**config.mk**
```make
export PLATFORM = sky130hd
export DESIGN_NAME = vfd_host_interface
export DESIGN_NICKNAME = d
export VERILOG_FILES = /design/src/vfd_host_pkg.sv /design/src/vfd_host_interface.sv
export SDC_FILE = /design/constraint.sdc
export NUM_CORES = 1
export LEC_CHECK = 0
export CAP_MARGIN = 20
export CORE_UTILIZATION = 56
export DETAILED_ROUTE_END_ITERATION = 16
export DONT_BUFFER_PORTS = 1
export PLACE_DENSITY = 0.74
export RECOVER_POWER = 25
export SLEW_MARGIN = 20
export SYNTH_ARGS = -nofsm -noshare
export SYNTH_HDL_FRONTEND = slang
export SYNTH_SLANG_ARGS = --single-unit
```
**constraint.sdc**
```tcl
create_clock -name aclk -period 3 [get_ports aclk]
set_input_delay 0.15 -clock aclk [delete_from_list [all_inputs] [get_ports aclk]]
set_output_delay 0.15 -clock aclk [all_outputs]
set_load 0.02 [all_outputs]
```
**src/vfd_host_pkg.sv**
```systemverilog
// Constants shared by the display host interface.
// Assumes a single 25 MHz clock domain; pins are synchronised inside.
package vfd_host_pkg;

  // ==========================================================
  // Clock and timing
  // ==========================================================
  localparam int CLK_HZ = 25000000;
  localparam int POR_TIME_MS = 100;
  localparam int POR_CYCLES = (CLK_HZ / 1000) * POR_TIME_MS;

  // ==========================================================
  // Interface modes, fixed by jumpers
  // ==========================================================
  localparam logic [1:0] MODE_ESTROBE = 2'h0;
  localparam logic [1:0] MODE_RDWR = 2'h1;
  localparam logic [1:0] MODE_SERIAL = 2'h2;

  // ==========================================================
  // Address counter limits
  // ==========================================================
  localparam logic [6:0] DRAM_LINE0_END = 7'h27;
  localparam logic [6:0] DRAM_LINE1_BEG = 7'h40;
  localparam logic [6:0] DRAM_LINE1_END = 7'h67;
  localparam logic [6:0] GRAM_END = 7'h3f;
  localparam logic [6:0] AC_RESET = 7'h00;

  // ==========================================================
  // Serial framing
  // ==========================================================
  localparam logic [4:0] START_PREFIX = 5'h1f;
  localparam logic [3:0] BITS_PER_BYTE = 4'h8;

  // ==========================================================
  // AXI4-Lite register map
  // ==========================================================
  localparam logic [3:0] REG_STATUS = 4'h0;
  localparam logic [3:0] REG_RDATA = 4'h4;
  localparam logic [3:0] REG_LAST = 4'h8;
  localparam logic [1:0] RESP_OKAY = 2'h0;
  localparam logic [1:0] RESP_SLVERR = 2'h2;

endpackage : vfd_host_pkg

```
**src/vfd_host_interface.sv**
```systemverilog
// Host-side link of a character display controller: parallel and serial
// receivers, address counter and an AXI4-Lite window onto them.
// Assumes host pins are asynchronous to aclk; instruction execution
// beyond the address counter lives elsewhere.
//
// Summary of operation
// - Parallel value moves as byte or two nibbles
// - Nibbles high first on upper four lines
// - Register select low instruction, high data
// - Strobe mode writes capture on strobe fall
// - Strobe mode reads drive after strobe rise
// - Separate strobes: write captured on rise
// - Separate strobes: read driven after fall
// - Serial cycle is two bytes, MSB first
// - Start byte: five ones, rw, rs, zero
// - Start rw bit set means read
// - Start rs bit set means data
// - Serial write bits sampled on clock rise
// - Serial read shifts out after clock falls
// - Frame strobe high to low; must end high
// - Internal power-up reset, 100 ms
// - External reset in parallel modes only
// - Mode and reset option are jumper inputs
// - Display increment wraps 27 to 40, 67 to 00
// - Display decrement wraps 40 to 27, 00 to 67
// - Glyph step wraps between 3F and 00
// - Display address doubles as cursor position
// - Busy indication always reads zero
// - Display addresses limited to two ranges; display loads take ac_load_val unchecked
// - Status read: busy bit 7, counter below
//
// Implementation choices: the placing of the registers and the AXI4-Lite slave port.
`timescale 1ns/100ps
module vfd_host_interface
  import vfd_host_pkg::*;
#(
  parameter int POR_COUNT = POR_CYCLES
) (
  // Clock and reset
  input wire logic aclk,
  input wire logic aresetn,
  // Jumper configuration
  input wire logic [1:0] mode_sel,
  input wire logic nibble_mode,
  input wire logic ext_reset_en,
  input wire logic ext_reset_n,
  // Parallel bus
  input wire logic register_select,
  input wire logic rw_select,
  input wire logic enable_strobe,
  input wire logic write_strobe_n,
  input wire logic read_strobe_n,
  input wire logic [7:0] db_in,
  output logic [7:0] db_out,
  output logic db_oe_n,
  // Serial link
  input wire logic frame_strobe,
  input wire logic serial_clk,
  input wire logic serial_in,
  output logic serial_out,
  output logic serial_oe_n,
  // Received values to the instruction engine
  output logic cmd_valid,
  output logic [7:0] cmd_data,
  output logic cmd_is_data,
  output logic [6:0] cursor_pos,
  output logic ready,
  // Instruction engine inputs
  input wire logic [7:0] ram_rdata,
  input wire logic ac_load,
  input wire logic [6:0] ac_load_val,
  input wire logic glyph_sel,
  input wire logic dir_set,
  input wire logic dir_inc,
  input wire logic clear_disp,
  // AXI4-Lite slave
  input wire logic [3:0] s_axi_awaddr,
  input wire logic s_axi_awvalid,
  output logic s_axi_awready,
  input wire logic [31:0] s_axi_wdata,
  input wire logic [3:0] s_axi_wstrb,
  input wire logic s_axi_wvalid,
  output logic s_axi_wready,
  output logic [1:0] s_axi_bresp,
  output logic s_axi_bvalid,
  input wire logic s_axi_bready,
  input wire logic [3:0] s_axi_araddr,
  input wire logic s_axi_arvalid,
  output logic s_axi_arready,
  output logic [31:0] s_axi_rdata,
  output logic [1:0] s_axi_rresp,
  output logic s_axi_rvalid,
  input wire logic s_axi_rready
);

  // ========================================================
  // Address counter stepping
  // ========================================================
  function automatic logic [6:0] ac_step(input logic [6:0] a,
                                         input logic inc,
                                         input logic glyph);
    logic [6:0] r;
    r = inc ? 7'(a + 7'h01) : 7'(a - 7'h01);
    if (glyph) begin
      r = r & GRAM_END;
    end else if (inc) begin
      if (a == DRAM_LINE0_END) r = DRAM_LINE1_BEG;
      else if (a == DRAM_LINE1_END) r = AC_RESET;
    end else begin
      if (a == DRAM_LINE1_BEG) r = DRAM_LINE0_END;
      else if (a == AC_RESET) r = DRAM_LINE1_END;
    end
    return r;
  endfunction : ac_step

  // ========================================================
  // Synchronisers
  // ========================================================
  // Bits: 0 en, 1 wr_n, 2 rd_n, 3 stb, 4 sck, 5 ext_rst_n
  logic [5:0] s1_r, s2_r, s3_r;
  logic [10:0] dq1_r, dq2_r;
  wire [5:0] pins = {ext_reset_n, serial_clk, frame_strobe,
                     read_strobe_n, write_strobe_n, enable_strobe};
  always_ff @(posedge aclk) begin
    s1_r <= pins;
    s2_r <= s1_r;
    s3_r <= s2_r;
    dq1_r <= {serial_in, rw_select, register_select, db_in};
    dq2_r <= dq1_r;
  end
  wire [5:0] rise = s2_r & ~s3_r;
  wire [5:0] fall = ~s2_r & s3_r;
  wire [7:0] db_s = dq2_r[7:0];
  wire rs_s = dq2_r[8];
  wire rw_s = dq2_r[9];
  wire si_s = dq2_r[10];
  wire serial_mode = (mode_sel == MODE_SERIAL);

  // ========================================================
  // Reset: bus reset, power-up counter, external pin
  // ========================================================
  logic [31:0] por_cnt_r;
  wire por_done = (por_cnt_r >= 32'(POR_COUNT));
  wire ext_rst = ext_reset_en && !serial_mode && !s2_r[5];
  wire srst = !aresetn || ext_rst;
  always_ff @(posedge aclk) begin
    if (srst) por_cnt_r <= '0;
    else if (!por_done) por_cnt_r <= por_cnt_r + 32'h1;
  end
  assign ready = por_done;
  wire live = por_done && !srst;

  // ========================================================
  // Parallel receiver
  // ========================================================
  wire par_wr = (mode_sel == MODE_ESTROBE) ? (fall[0] && !rw_s)
              : (mode_sel == MODE_RDWR) ? rise[1] : 1'b0;
  wire par_rd = (mode_sel == MODE_ESTROBE) ? (rise[0] && rw_s)
              : (mode_sel == MODE_RDWR) ? fall[2] : 1'b0;
  wire par_rd_end = (mode_sel == MODE_ESTROBE) ? fall[0] : rise[2];
  logic hi_half_r, rd_half_r;
  logic [3:0] hi_nib_r;
  wire par_done = par_wr && (!nibble_mode || hi_half_r);
  wire [7:0] par_val = nibble_mode ? {hi_nib_r, db_s[7:4]} : db_s;

  // ========================================================
  // Serial receiver
  // ========================================================
  logic [3:0] bit_cnt_r;
  logic [7:0] sh_r, start_r, tx_r;
  logic second_r, in_frame_r;
  wire sck_rise = rise[4] && in_frame_r;
  wire sck_fall = fall[4] && in_frame_r;
  wire byte_end = sck_rise && (bit_cnt_r == BITS_PER_BYTE - 4'h1);
  wire [7:0] sh_nxt = {sh_r[6:0], si_s};
  wire start_ok = (sh_nxt[7:3] == START_PREFIX) && !sh_nxt[0];
  wire ser_read = start_r[2];
  wire ser_rs = start_r[1];
  wire ser_wr_end = rise[3] && in_frame_r && second_r && !ser_read
                    && bit_cnt_r == BITS_PER_BYTE;

  // ========================================================
  // Read data and address counter
  // ========================================================
  logic [6:0] ac_r;
  logic inc_r, glyph_r;
  wire [7:0] status_byte = {1'b0, ac_r};
  wire rd_inc = par_rd && (nibble_mode ? rd_half_r : 1'b1);
  wire rd_data_sel = serial_mode ? ser_rs : rs_s;
  wire [7:0] rd_val = rd_data_sel ? ram_rdata : status_byte;
  logic [7:0] par_q_r;
  logic cmd_valid_r;

  always_ff @(posedge aclk) begin
    if (!live) begin
      hi_half_r <= 1'b0;
      rd_half_r <= 1'b0;
      hi_nib_r <= '0;
      db_oe_n <= 1'b1;
      par_q_r <= '0;
    end else begin
      if (par_wr && nibble_mode) hi_half_r <= !hi_half_r;
      if (par_wr && !hi_half_r) hi_nib_r <= db_s[7:4];
      if (par_rd) begin
        db_oe_n <= 1'b0;
        if (nibble_mode) rd_half_r <= !rd_half_r;
        par_q_r <= (nibble_mode && rd_half_r) ? {rd_val[3:0], 4'h0}
                                               : rd_val;
      end else if (par_rd_end) begin
        db_oe_n <= 1'b1;
      end
    end
  end
  assign db_out = par_q_r;

  always_ff @(posedge aclk) begin
    if (!live || !serial_mode || rise[3]) begin
      in_frame_r <= 1'b0;
      bit_cnt_r <= '0;
      second_r <= 1'b0;
      serial_oe_n <= 1'b1;
    end else begin
      if (fall[3]) in_frame_r <= 1'b1;
      if (sck_rise && !(second_r && ser_read)) begin
        sh_r <= sh_nxt;
        bit_cnt_r <= bit_cnt_r + 4'h1;
        if (byte_end && !second_r) begin
          // Bad start byte aborts until the strobe rises again
          in_frame_r <= start_ok;
          start_r <= sh_nxt;
          second_r <= 1'b1;
          bit_cnt_r <= '0;
          tx_r <= sh_nxt[1] ? ram_rdata : status_byte;
        end
      end
      if (sck_fall && second_r && ser_read) begin
        serial_oe_n <= 1'b0;
        serial_out <= tx_r[7];
        tx_r <= {tx_r[6:0], 1'b0};
      end
    end
  end

  // The host's 1 us clock gap is not checked: decoding is per edge
  wire ser_rd_end = rise[3] && in_frame_r && second_r && ser_read;

  always_ff @(posedge aclk) begin
    if (!live) begin
      cmd_valid_r <= 1'b0;
      cmd_data <= '0;
      cmd_is_data <= 1'b0;
    end else begin
      cmd_valid_r <= par_done || ser_wr_end;
      if (par_done) begin
        cmd_data <= par_val;
        cmd_is_data <= rs_s;
      end else if (ser_wr_end) begin
        cmd_data <= sh_r;
        cmd_is_data <= ser_rs;
      end
    end
  end
  assign cmd_valid = cmd_valid_r;

  wire data_wr = (par_done && rs_s) || (ser_wr_end && ser_rs);
  wire data_rd = (rd_inc && rs_s && !serial_mode) || (ser_rd_end && ser_rs);
  always_ff @(posedge aclk) begin
    if (!live || clear_disp) begin
      ac_r <= AC_RESET;
      inc_r <= 1'b1;
      glyph_r <= 1'b0;
    end else begin
      if (dir_set) inc_r <= dir_inc;
      if (ac_load) begin
        ac_r <= glyph_sel ? (ac_load_val & GRAM_END) : ac_load_val;
        glyph_r <= glyph_sel;
      end else if (data_wr || data_rd) begin
        ac_r <= ac_step(ac_r, inc_r, glyph_r);
      end
    end
  end
  assign cursor_pos = ac_r;

  // ========================================================
  // AXI4-Lite slave (read-only window, writes answer SLVERR)
  // ========================================================
  logic aw_got_r, w_got_r;
  always_ff @(posedge aclk) begin
    if (!aresetn) begin
      aw_got_r <= 1'b0;
      w_got_r <= 1'b0;
      s_axi_bvalid <= 1'b0;
      s_axi_bresp <= RESP_OKAY;
    end else begin
      if (s_axi_awvalid && s_axi_awready) aw_got_r <= 1'b1;
      if (s_axi_wvalid && s_axi_wready) w_got_r <= 1'b1;
      if (aw_got_r && w_got_r && !s_axi_bvalid) begin
        s_axi_bvalid <= 1'b1;
        s_axi_bresp <= RESP_SLVERR;
        aw_got_r <= 1'b0;
        w_got_r <= 1'b0;
      end else if (s_axi_bvalid && s_axi_bready) begin
        s_axi_bvalid <= 1'b0;
      end
    end
  end
  assign s_axi_awready = !aw_got_r && !s_axi_bvalid;
  assign s_axi_wready = !w_got_r && !s_axi_bvalid;

  wire [31:0] reg_status = {20'h0, ready, serial_mode, inc_r, glyph_r,
                            1'b0, ac_r};
  wire [31:0] reg_last = {23'h0, cmd_is_data, cmd_data};
  wire ar_ok = (s_axi_araddr == REG_STATUS) || (s_axi_araddr == REG_LAST)
               || (s_axi_araddr == REG_RDATA);
  wire [31:0] ar_val = (s_axi_araddr == REG_STATUS) ? reg_status
                     : (s_axi_araddr == REG_LAST) ? reg_last
                     : {24'h0, ram_rdata};
  assign s_axi_arready = !s_axi_rvalid;
  always_ff @(posedge aclk) begin
    if (!aresetn) begin
      s_axi_rvalid <= 1'b0;
      s_axi_rdata <= '0;
      s_axi_rresp <= RESP_OKAY;
    end else if (s_axi_arvalid && s_axi_arready) begin
      s_axi_rvalid <= 1'b1;
      s_axi_rdata <= ar_ok ? ar_val : 32'h0;
      s_axi_rresp <= ar_ok ? RESP_OKAY : RESP_SLVERR;
    end else if (s_axi_rready) begin
      s_axi_rvalid <= 1'b0;
    end
  end

  wire ac_free = !ac_load && !clear_disp;
  wire cur_in_dram = (cursor_pos <= DRAM_LINE0_END) || (cursor_pos
                     >= DRAM_LINE1_BEG && cursor_pos <= DRAM_LINE1_END);
endmodule : vfd_host_interface

```
==> qor.txt, run 1 <==
CTS tree: built
Comb pwr share: 0.047
delay of the slowest critical-path stage: 0.61 ns
hold path depth: 2
number of fill cells: 850
HP Start: nibble_mode
vias: 5103
initial antenna violation count: 0
Port-buffer cells: 0
share of power burned in registers: 0.494
crit-path cells: inv_1 -> fa_1 -> nor2b_1 -> o21ai_0 -> a21oi_1 -> a22oi_1 -> a2111oi_1 -> dlygate4sd3_1
Setup crit end kind: flop
number of synthesized register bits: 149
crit path DAT: 3.18 ns
Core Region: 0.0110 mm²
Synth warnings: 0
# diodes: 0
Worst Path Max Fanout: 8
DIE AREA: 0.0119 mm²
I/O pin total: 162
Post-Synthesis Cell Area: 0.00640 mm²
highest-count cells in the layout ignoring fill and taps: 130 x dfxtp_1, 61 x nor2_1, 52 x nand2_1, 52 x a21oi_1
router iterations before antenna repair: 5
CTS clk-pin slew, worst paths: 0.06 ns
Final period util: 0.932
Starting Density: 0.583
worst-margin pin slew: 0.873 ns
routed wire length: 14700 µm
Worst EP required: 3.38 ns
vias in the first global route: 4771
drc violations: 0
Setup crit start kind: flop
Place WS: 0.566 ns
Final Cell Area: 0.00739 mm²
Setup WS post-layout: 0.204 ns
switching share of total power: 0.228
vias per inst: 5.95
r2r endpoint: cursor_pos[4]$_SDFFE_PP0P_
initial drt markers: 370
Static Leak: 2.83 nW
GRT Resource Usage Total: 0.257
Hold Crit Endpoint: cmd_data[6]$_SDFFE_PP0P_
Max Root-Sink Buffers: 2
dpl cells: 789
Area growth syn-to-layout: 15.3%
largest net degree at the start of global routing: 34
crit path max-delay cell type: dfxtp_1
Sw Pwr: 960 µW
clock network fraction of total power: 0.458
GRT overflow: 0
asr flop ratio synth: 0
clk_skew: 0.0190 ns
power per cell area: 571 mW/mm²
number of setup violations in the final report: 0
f_max: 358 MHz
max-slew violation count: 0
Hold Path Class: input pin to flop
max_slew headroom: 0.413
global-route wire length before repair: 23000 µm
Crit Path Class: flop to flop
die width: 109 µm
Distinct cells, synth: 63
Worst Reg-to-Reg Cells: 8
internal power: 3.26 mW
# H-tree levels: 4
total CTS buffers: 17
post-route minimum period: 2.80 ns
hold slack: 0.00770 ns
Placed Area: 0.00646 mm²
Final Net Count: 808
VDD IR-drop max: 0.000535 V
max_cap viols: 0
cells after synthesis: 668
root buffer cell: clkbuf_16
Fin. Hold Viols: 0
later-pin clock latency in the skew report: 0.43 ns
commonest non-fill, non-tap cell in the layout: dfxtp_1
post-route ant nets: 0
final cell count without fillers: 858
RSZ-0062 raised after global routing: no
routed wire length per instance: 17.1 µm
placer congestion estimate: 0.833
setup bufs post-CTS: 0
clock sink total: 149
Main synth FF type: dfxtp_1
setup tns final: 0 ns
reg2reg start: cursor_pos[1]$_SDFFE_PP0P_
R2R setup slack: 0.20 ns
register area share after synthesis: 0.495
layout cells sized above 1: 0.0710
FP Rows: 38
number of synthesized flops with an enable pin: 19
status: finished, final reports clean
Avg Cell Area, Syn: 9.59 µm²
Die Y: 109 µm
PostCTS Resize Cnt: 0
Detailed Place HPWL: 10100 µm
==> state kept, by name, indices dropped and copies added (netlist names), 2 cells and up <==
name / count
por_cnt_r: 32
s_axi_rdata: 12
dq1_r: 11
dq2_r: 11
cmd_data: 8
db_out: 8
sh_r: 8
tx_r: 8
cursor_pos: 7
s1_r: 6
s2_r: 6
s3_r: 5
bit_cnt_r: 4
hi_nib_r: 4
start_r: 2
==> layer usage <==
metal,vias to the layer above,global-route usage,share of wire
met3,35,0.106,0.10
li1,2463,-,-
met1,2369,0.316,0.42
met5,-,0,0
met4,0,0.120,0.023
met2,236,0.391,0.45
==> per-stage QoR <==
step | util | power (mW)
final | 0.672 | 4.22
after global routing | 0.672 | 4.37
after CTS | 0.672 | 4.25
after detailed placement | 0.589 | 2.28
after global placement | 0.589 | 2.27
after floorplan | - | 2.28
==> cell usage after synthesis (3+ instances only) <==
| cell type | count | share of area |
|---|---|---|
| a2111oi_0 | 3 | 0.0041 |
| a2111oi_1 | 3 | 0.0047 |
| a211oi_1 | 25 | 0.029 |
| a21boi_0 | 4 | 0.0047 |
| a21o_1 | 3 | 0.0035 |
| a21oi_1 | 52 | 0.041 |
| a22oi_1 | 3 | 0.0035 |
| and2_1 | 14 | 0.014 |
| and3_1 | 4 | 0.0039 |
| buf_2 | 7 | 0.0055 |
| buf_4 | 22 | 0.026 |
| clkbuf_1 | 23 | 0.013 |
| dfxtp_1 | 130 | 0.41 |
| edfxtp_1 | 19 | 0.089 |
| ha_1 | 9 | 0.018 |
| inv_1 | 17 | 0.010 |
| mux2i_1 | 38 | 0.059 |
| nand2_1 | 52 | 0.030 |
| nand2b_1 | 8 | 0.0078 |
| nand3_1 | 17 | 0.013 |
| nand3b_1 | 3 | 0.0035 |
| nand4_1 | 9 | 0.0088 |
| nor2_1 | 62 | 0.036 |
| nor2b_1 | 22 | 0.021 |
| nor3_1 | 14 | 0.011 |
| nor4_1 | 3 | 0.0029 |
| o211a_1 | 4 | 0.0063 |
| o211ai_1 | 8 | 0.0094 |
| o21a_1 | 3 | 0.0035 |
| o21ai_0 | 8 | 0.0063 |
| o22ai_1 | 3 | 0.0029 |
| o31ai_1 | 11 | 0.013 |
| or3_1 | 6 | 0.0059 |
| or4_1 | 15 | 0.018 |
| xnor2_1 | 3 | 0.0041 |
| xor2_1 | 4 | 0.0055 |
==> cell families after synthesis <==
group | share of synthesized area
AND/OR/NAND/NOR | 0.198
flip-flops | 0.495
AO/OA/AOI/OAI | 0.158
buffers and inverters | 0.0547
multiplexers | 0.0633
adder cells (fa/ha/maj) | 0.0207
XOR/XNOR | 0.00957
other | 0.000585
==> cell type report <==
cell class,instances,area (µm²),area share
sequential,149,3170,0.430
multi-input combinational,471,2960,0.401
clock buffer,21,470,0.0637
timing repair buffer,50,470,0.0637
tap,140,175,0.0237
clock inverter,10,70.1,0.00949
inverter,17,63.8,0.00864
==> worst max-delay path by stage <==
stage | startpoint | slack (ns) | cells after the start | endpoint
floorplan | por_cnt_r[6]$_SDFFE_PP0N_ | 0.86 | 7 | tx_r[0]$_SDFFCE_PP0P_
global placement | mode_sel[1] | 0.55 | 8 | tx_r[1]$_DFFE_PP_
detailed placement | por_cnt_r[6]$_SDFFE_PP0N_ | 0.57 | 7 | por_cnt_r[1]$_SDFFE_PP0N_
CTS | cursor_pos[1]$_SDFFE_PP0P_ | 0.25 | 8 | cursor_pos[4]$_SDFFE_PP0P_
global route | bit_cnt_r[0]$_SDFFE_PP0P_ | 0.02 | 8 | cursor_pos[6]$_SDFFE_PP0P_
finish | cursor_pos[1]$_SDFFE_PP0P_ | 0.20 | 8 | cursor_pos[4]$_SDFFE_PP0P_
==> critical path, delay by kind of cell, from the launching register on <==
family          cells  cell delay (ns)
compound gates      4             0.77
simple gates        1             0.16
fa+ha+maj           1             0.46
flops               1             0.61
buf+inv             2             0.74
==> power groups by stage <==
| stage | registers, mW | logic [mW] | clock network (mW) |
|---|---|---|---|
| final | 2.08 | 0.200 | 1.93 |
| after global routing | 2.09 | 0.220 | 2.06 |
| after CTS | 2.08 | 0.198 | 1.96 |
| after detailed placement | 2.13 | 0.152 | 0 |
| after global placement | 2.13 | 0.147 | 0 |
| after floorplan | 2.12 | 0.159 | 0 |
==> timing repair <==
| item | 4_1_cts | 5_1_grt |
|---|---|---|
| endpoints found under the setup margin | 0 | 0 |
| hold buffers | 38 | 0 |
| endpoints found under the hold margin | 49 | 0 |
(Power assumes the default switching activity.)
==> run 2, diff against run 1 <==
--- a/config.mk
+++ b/config.mk
@@ -6,6 +6,7 @@
 export NUM_CORES = 1
 export LEC_CHECK = 0
 export CAP_MARGIN = 20
+export CORE_MARGIN = 8
 export CORE_UTILIZATION = 56
 export DETAILED_ROUTE_END_ITERATION = 16
 export DONT_BUFFER_PORTS = 1
==> qor.txt, run 2 (synthesis results as in run 1) <==
initial drt markers: 509
setup tns final: 0 ns
commonest non-fill, non-tap cell in the layout: dfxtp_1
critical path launch point: por_cnt_r[6]$_SDFFE_PP0N_
Area growth syn-to-layout: 15.4%
post-route minimum period: 2.77 ns
largest net degree at the start of global routing: 34
Setup crit end kind: output pin
Die Y: 123 µm
global-route wire length before repair: 24500 µm
Worst EP required: 2.85 ns
CTS tree: built
R2R setup slack: 0.50 ns
dpl cells: 790
# H-tree levels: 4
I/O pin total: 162
routed wire length: 15900 µm
f_max: 362 MHz
VDD IR-drop max: 0.000525 V
Port-buffer cells: 0
Final period util: 0.922
Worst Path Max Fanout: 26
FP Rows: 39
number of flip-flops in the largest register: 32
biggest regs: por_cnt_r x32, s_axi_rdata x12
number of fill cells: 859
Max Root-Sink Buffers: 2
placer congestion estimate: 0.864
die width: 123 µm
delay of the slowest critical-path stage: 0.61 ns
Core Region: 0.0113 mm²
power per cell area: 579 mW/mm²
Crit Path Class: flop to output pin
Finished Core Util: 0.656
max-slew violation count: 0
RSZ-0062 raised after global routing: no
crit path DAT: 2.62 ns
GRT overflow: 0
vias in the first global route: 4861
register with the most flip-flops: por_cnt_r
# diodes: 0
router iterations before antenna repair: 5
initial antenna violation count: 0
clock sink total: 149
CP endpoint: ready
Worst Reg-to-Reg Cells: 6
max_cap viols: 0
drc violations: 0
register area: 0.00317 mm²
highest-count cells in the layout ignoring fill and taps: 130 x dfxtp_1, 61 x nor2_1, 52 x nand2_1, 52 x a21oi_1
Detailed Place HPWL: 11100 µm
status: finished, final reports clean
DIE AREA: 0.0151 mm²
reg2reg start: por_cnt_r[6]$_SDFFE_PP0N_
CTS clk-pin slew, worst paths: 0.06 ns
max_slew headroom: 0.470
vias: 5140
post-route ant nets: 0
clk_skew: 0.00932 ns
total power: 4.28 mW
later-pin clock latency in the skew report: 0.43 ns
Final Net Count: 806
setup bufs post-CTS: 0
routed wire length per instance: 18.5 µm
Setup crit start kind: flop
final cell count without fillers: 860
Static Leak: 2.83 nW
layout cells sized above 1: 0.0669
number of setup violations in the final report: 0
GRT Resource Usage Total: 0.211
crit path max-delay cell type: a31oi_2
Fin. Hold Viols: 0
Placed Area: 0.00645 mm²
total CTS buffers: 17
root buffer cell: clkbuf_16
crit-path cells: o211a_1 -> o21a_1 -> o31ai_4 -> a31oi_2 -> buf_4 -> nand2b_1
r2r endpoint: tx_r[3]$_DFFE_PP_
Starting Density: 0.568
Final Cell Area: 0.00739 mm²
delay-heaviest family, CP: compound AO/OA/AOI/OAI gates
worst-margin pin slew: 0.788 ns
Hold Path Class: input pin to flop
vias per inst: 5.98
PostCTS Resize Cnt: 0
area of the multi-input gates: 0.00296 mm²
Worst path depth: 6
buffers and inverters on the worst path: 1
[run 2: cell count changes in the layout (fill, tap and decap cells not counted), sizes merged]
cell	delta
clkbuf	-3
clkinv	+7
clkinvlp	-2
bufinv	+1
buf	-2
inv	-2
[run 2: how the worst min path moves through the flow]
stage,startpoint,endpoint,slack (ns),depth (start not counted)
after floorplan,db_in[0],dq1_r[0]$_DFF_P_,0.18,0
after global placement,register_select,dq1_r[8]$_DFF_P_,0.18,0
after detailed placement,ext_reset_n,s1_r[5]$_DFF_P_,0.18,0
after CTS,ac_load,cursor_pos[5]$_SDFFE_PP0P_,0.005,2
after global routing,nibble_mode,cmd_data[6]$_SDFFE_PP0P_,0.02,2
final,nibble_mode,cmd_data[6]$_SDFFE_PP0P_,0.01,2
[run 2: through the flow]
stage / hold WS, ns / setup WS (ns)
finish: 0.0123 / 0.234
global route: 0.0173 / 0.0862
CTS: 0.00550 / 0.230
detailed placement: 0.178 / 0.492
global placement: 0.178 / 0.577
floorplan: 0.178 / 0.856
[run 2: layer usage]
layer | track usage | share of wire
met3 | 0.0868 | 0.10
met4 | 0.0937 | 0.029
met5 | 0 | 0
met2 | 0.334 | 0.47
met1 | 0.247 | 0.40
[run 2: final cells by class]
cell class,instances,share of cell area
clock buffers,18,0.0581
clock inverters,14,0.0174
repair buffers,48,0.0616
inverters,17,0.00863
well taps,143,0.0242
flip-flops and latches,149,0.429
multi-input cells,471,0.401
[run 2: power breakdown]
part / total [mW] / internal, mW / switching, mW
clock: 1.99 / 1.15 / 0.846
sequential: 2.08 / 2.05 / 0.0299
combinational: 0.204 / 0.0839 / 0.120
[run 2: repair_timing]
item | CTS | global route
endpoints found under the hold margin | 50 | 0
hold buffers | 38 | 0
setup endpoints to repair | 0 | 0
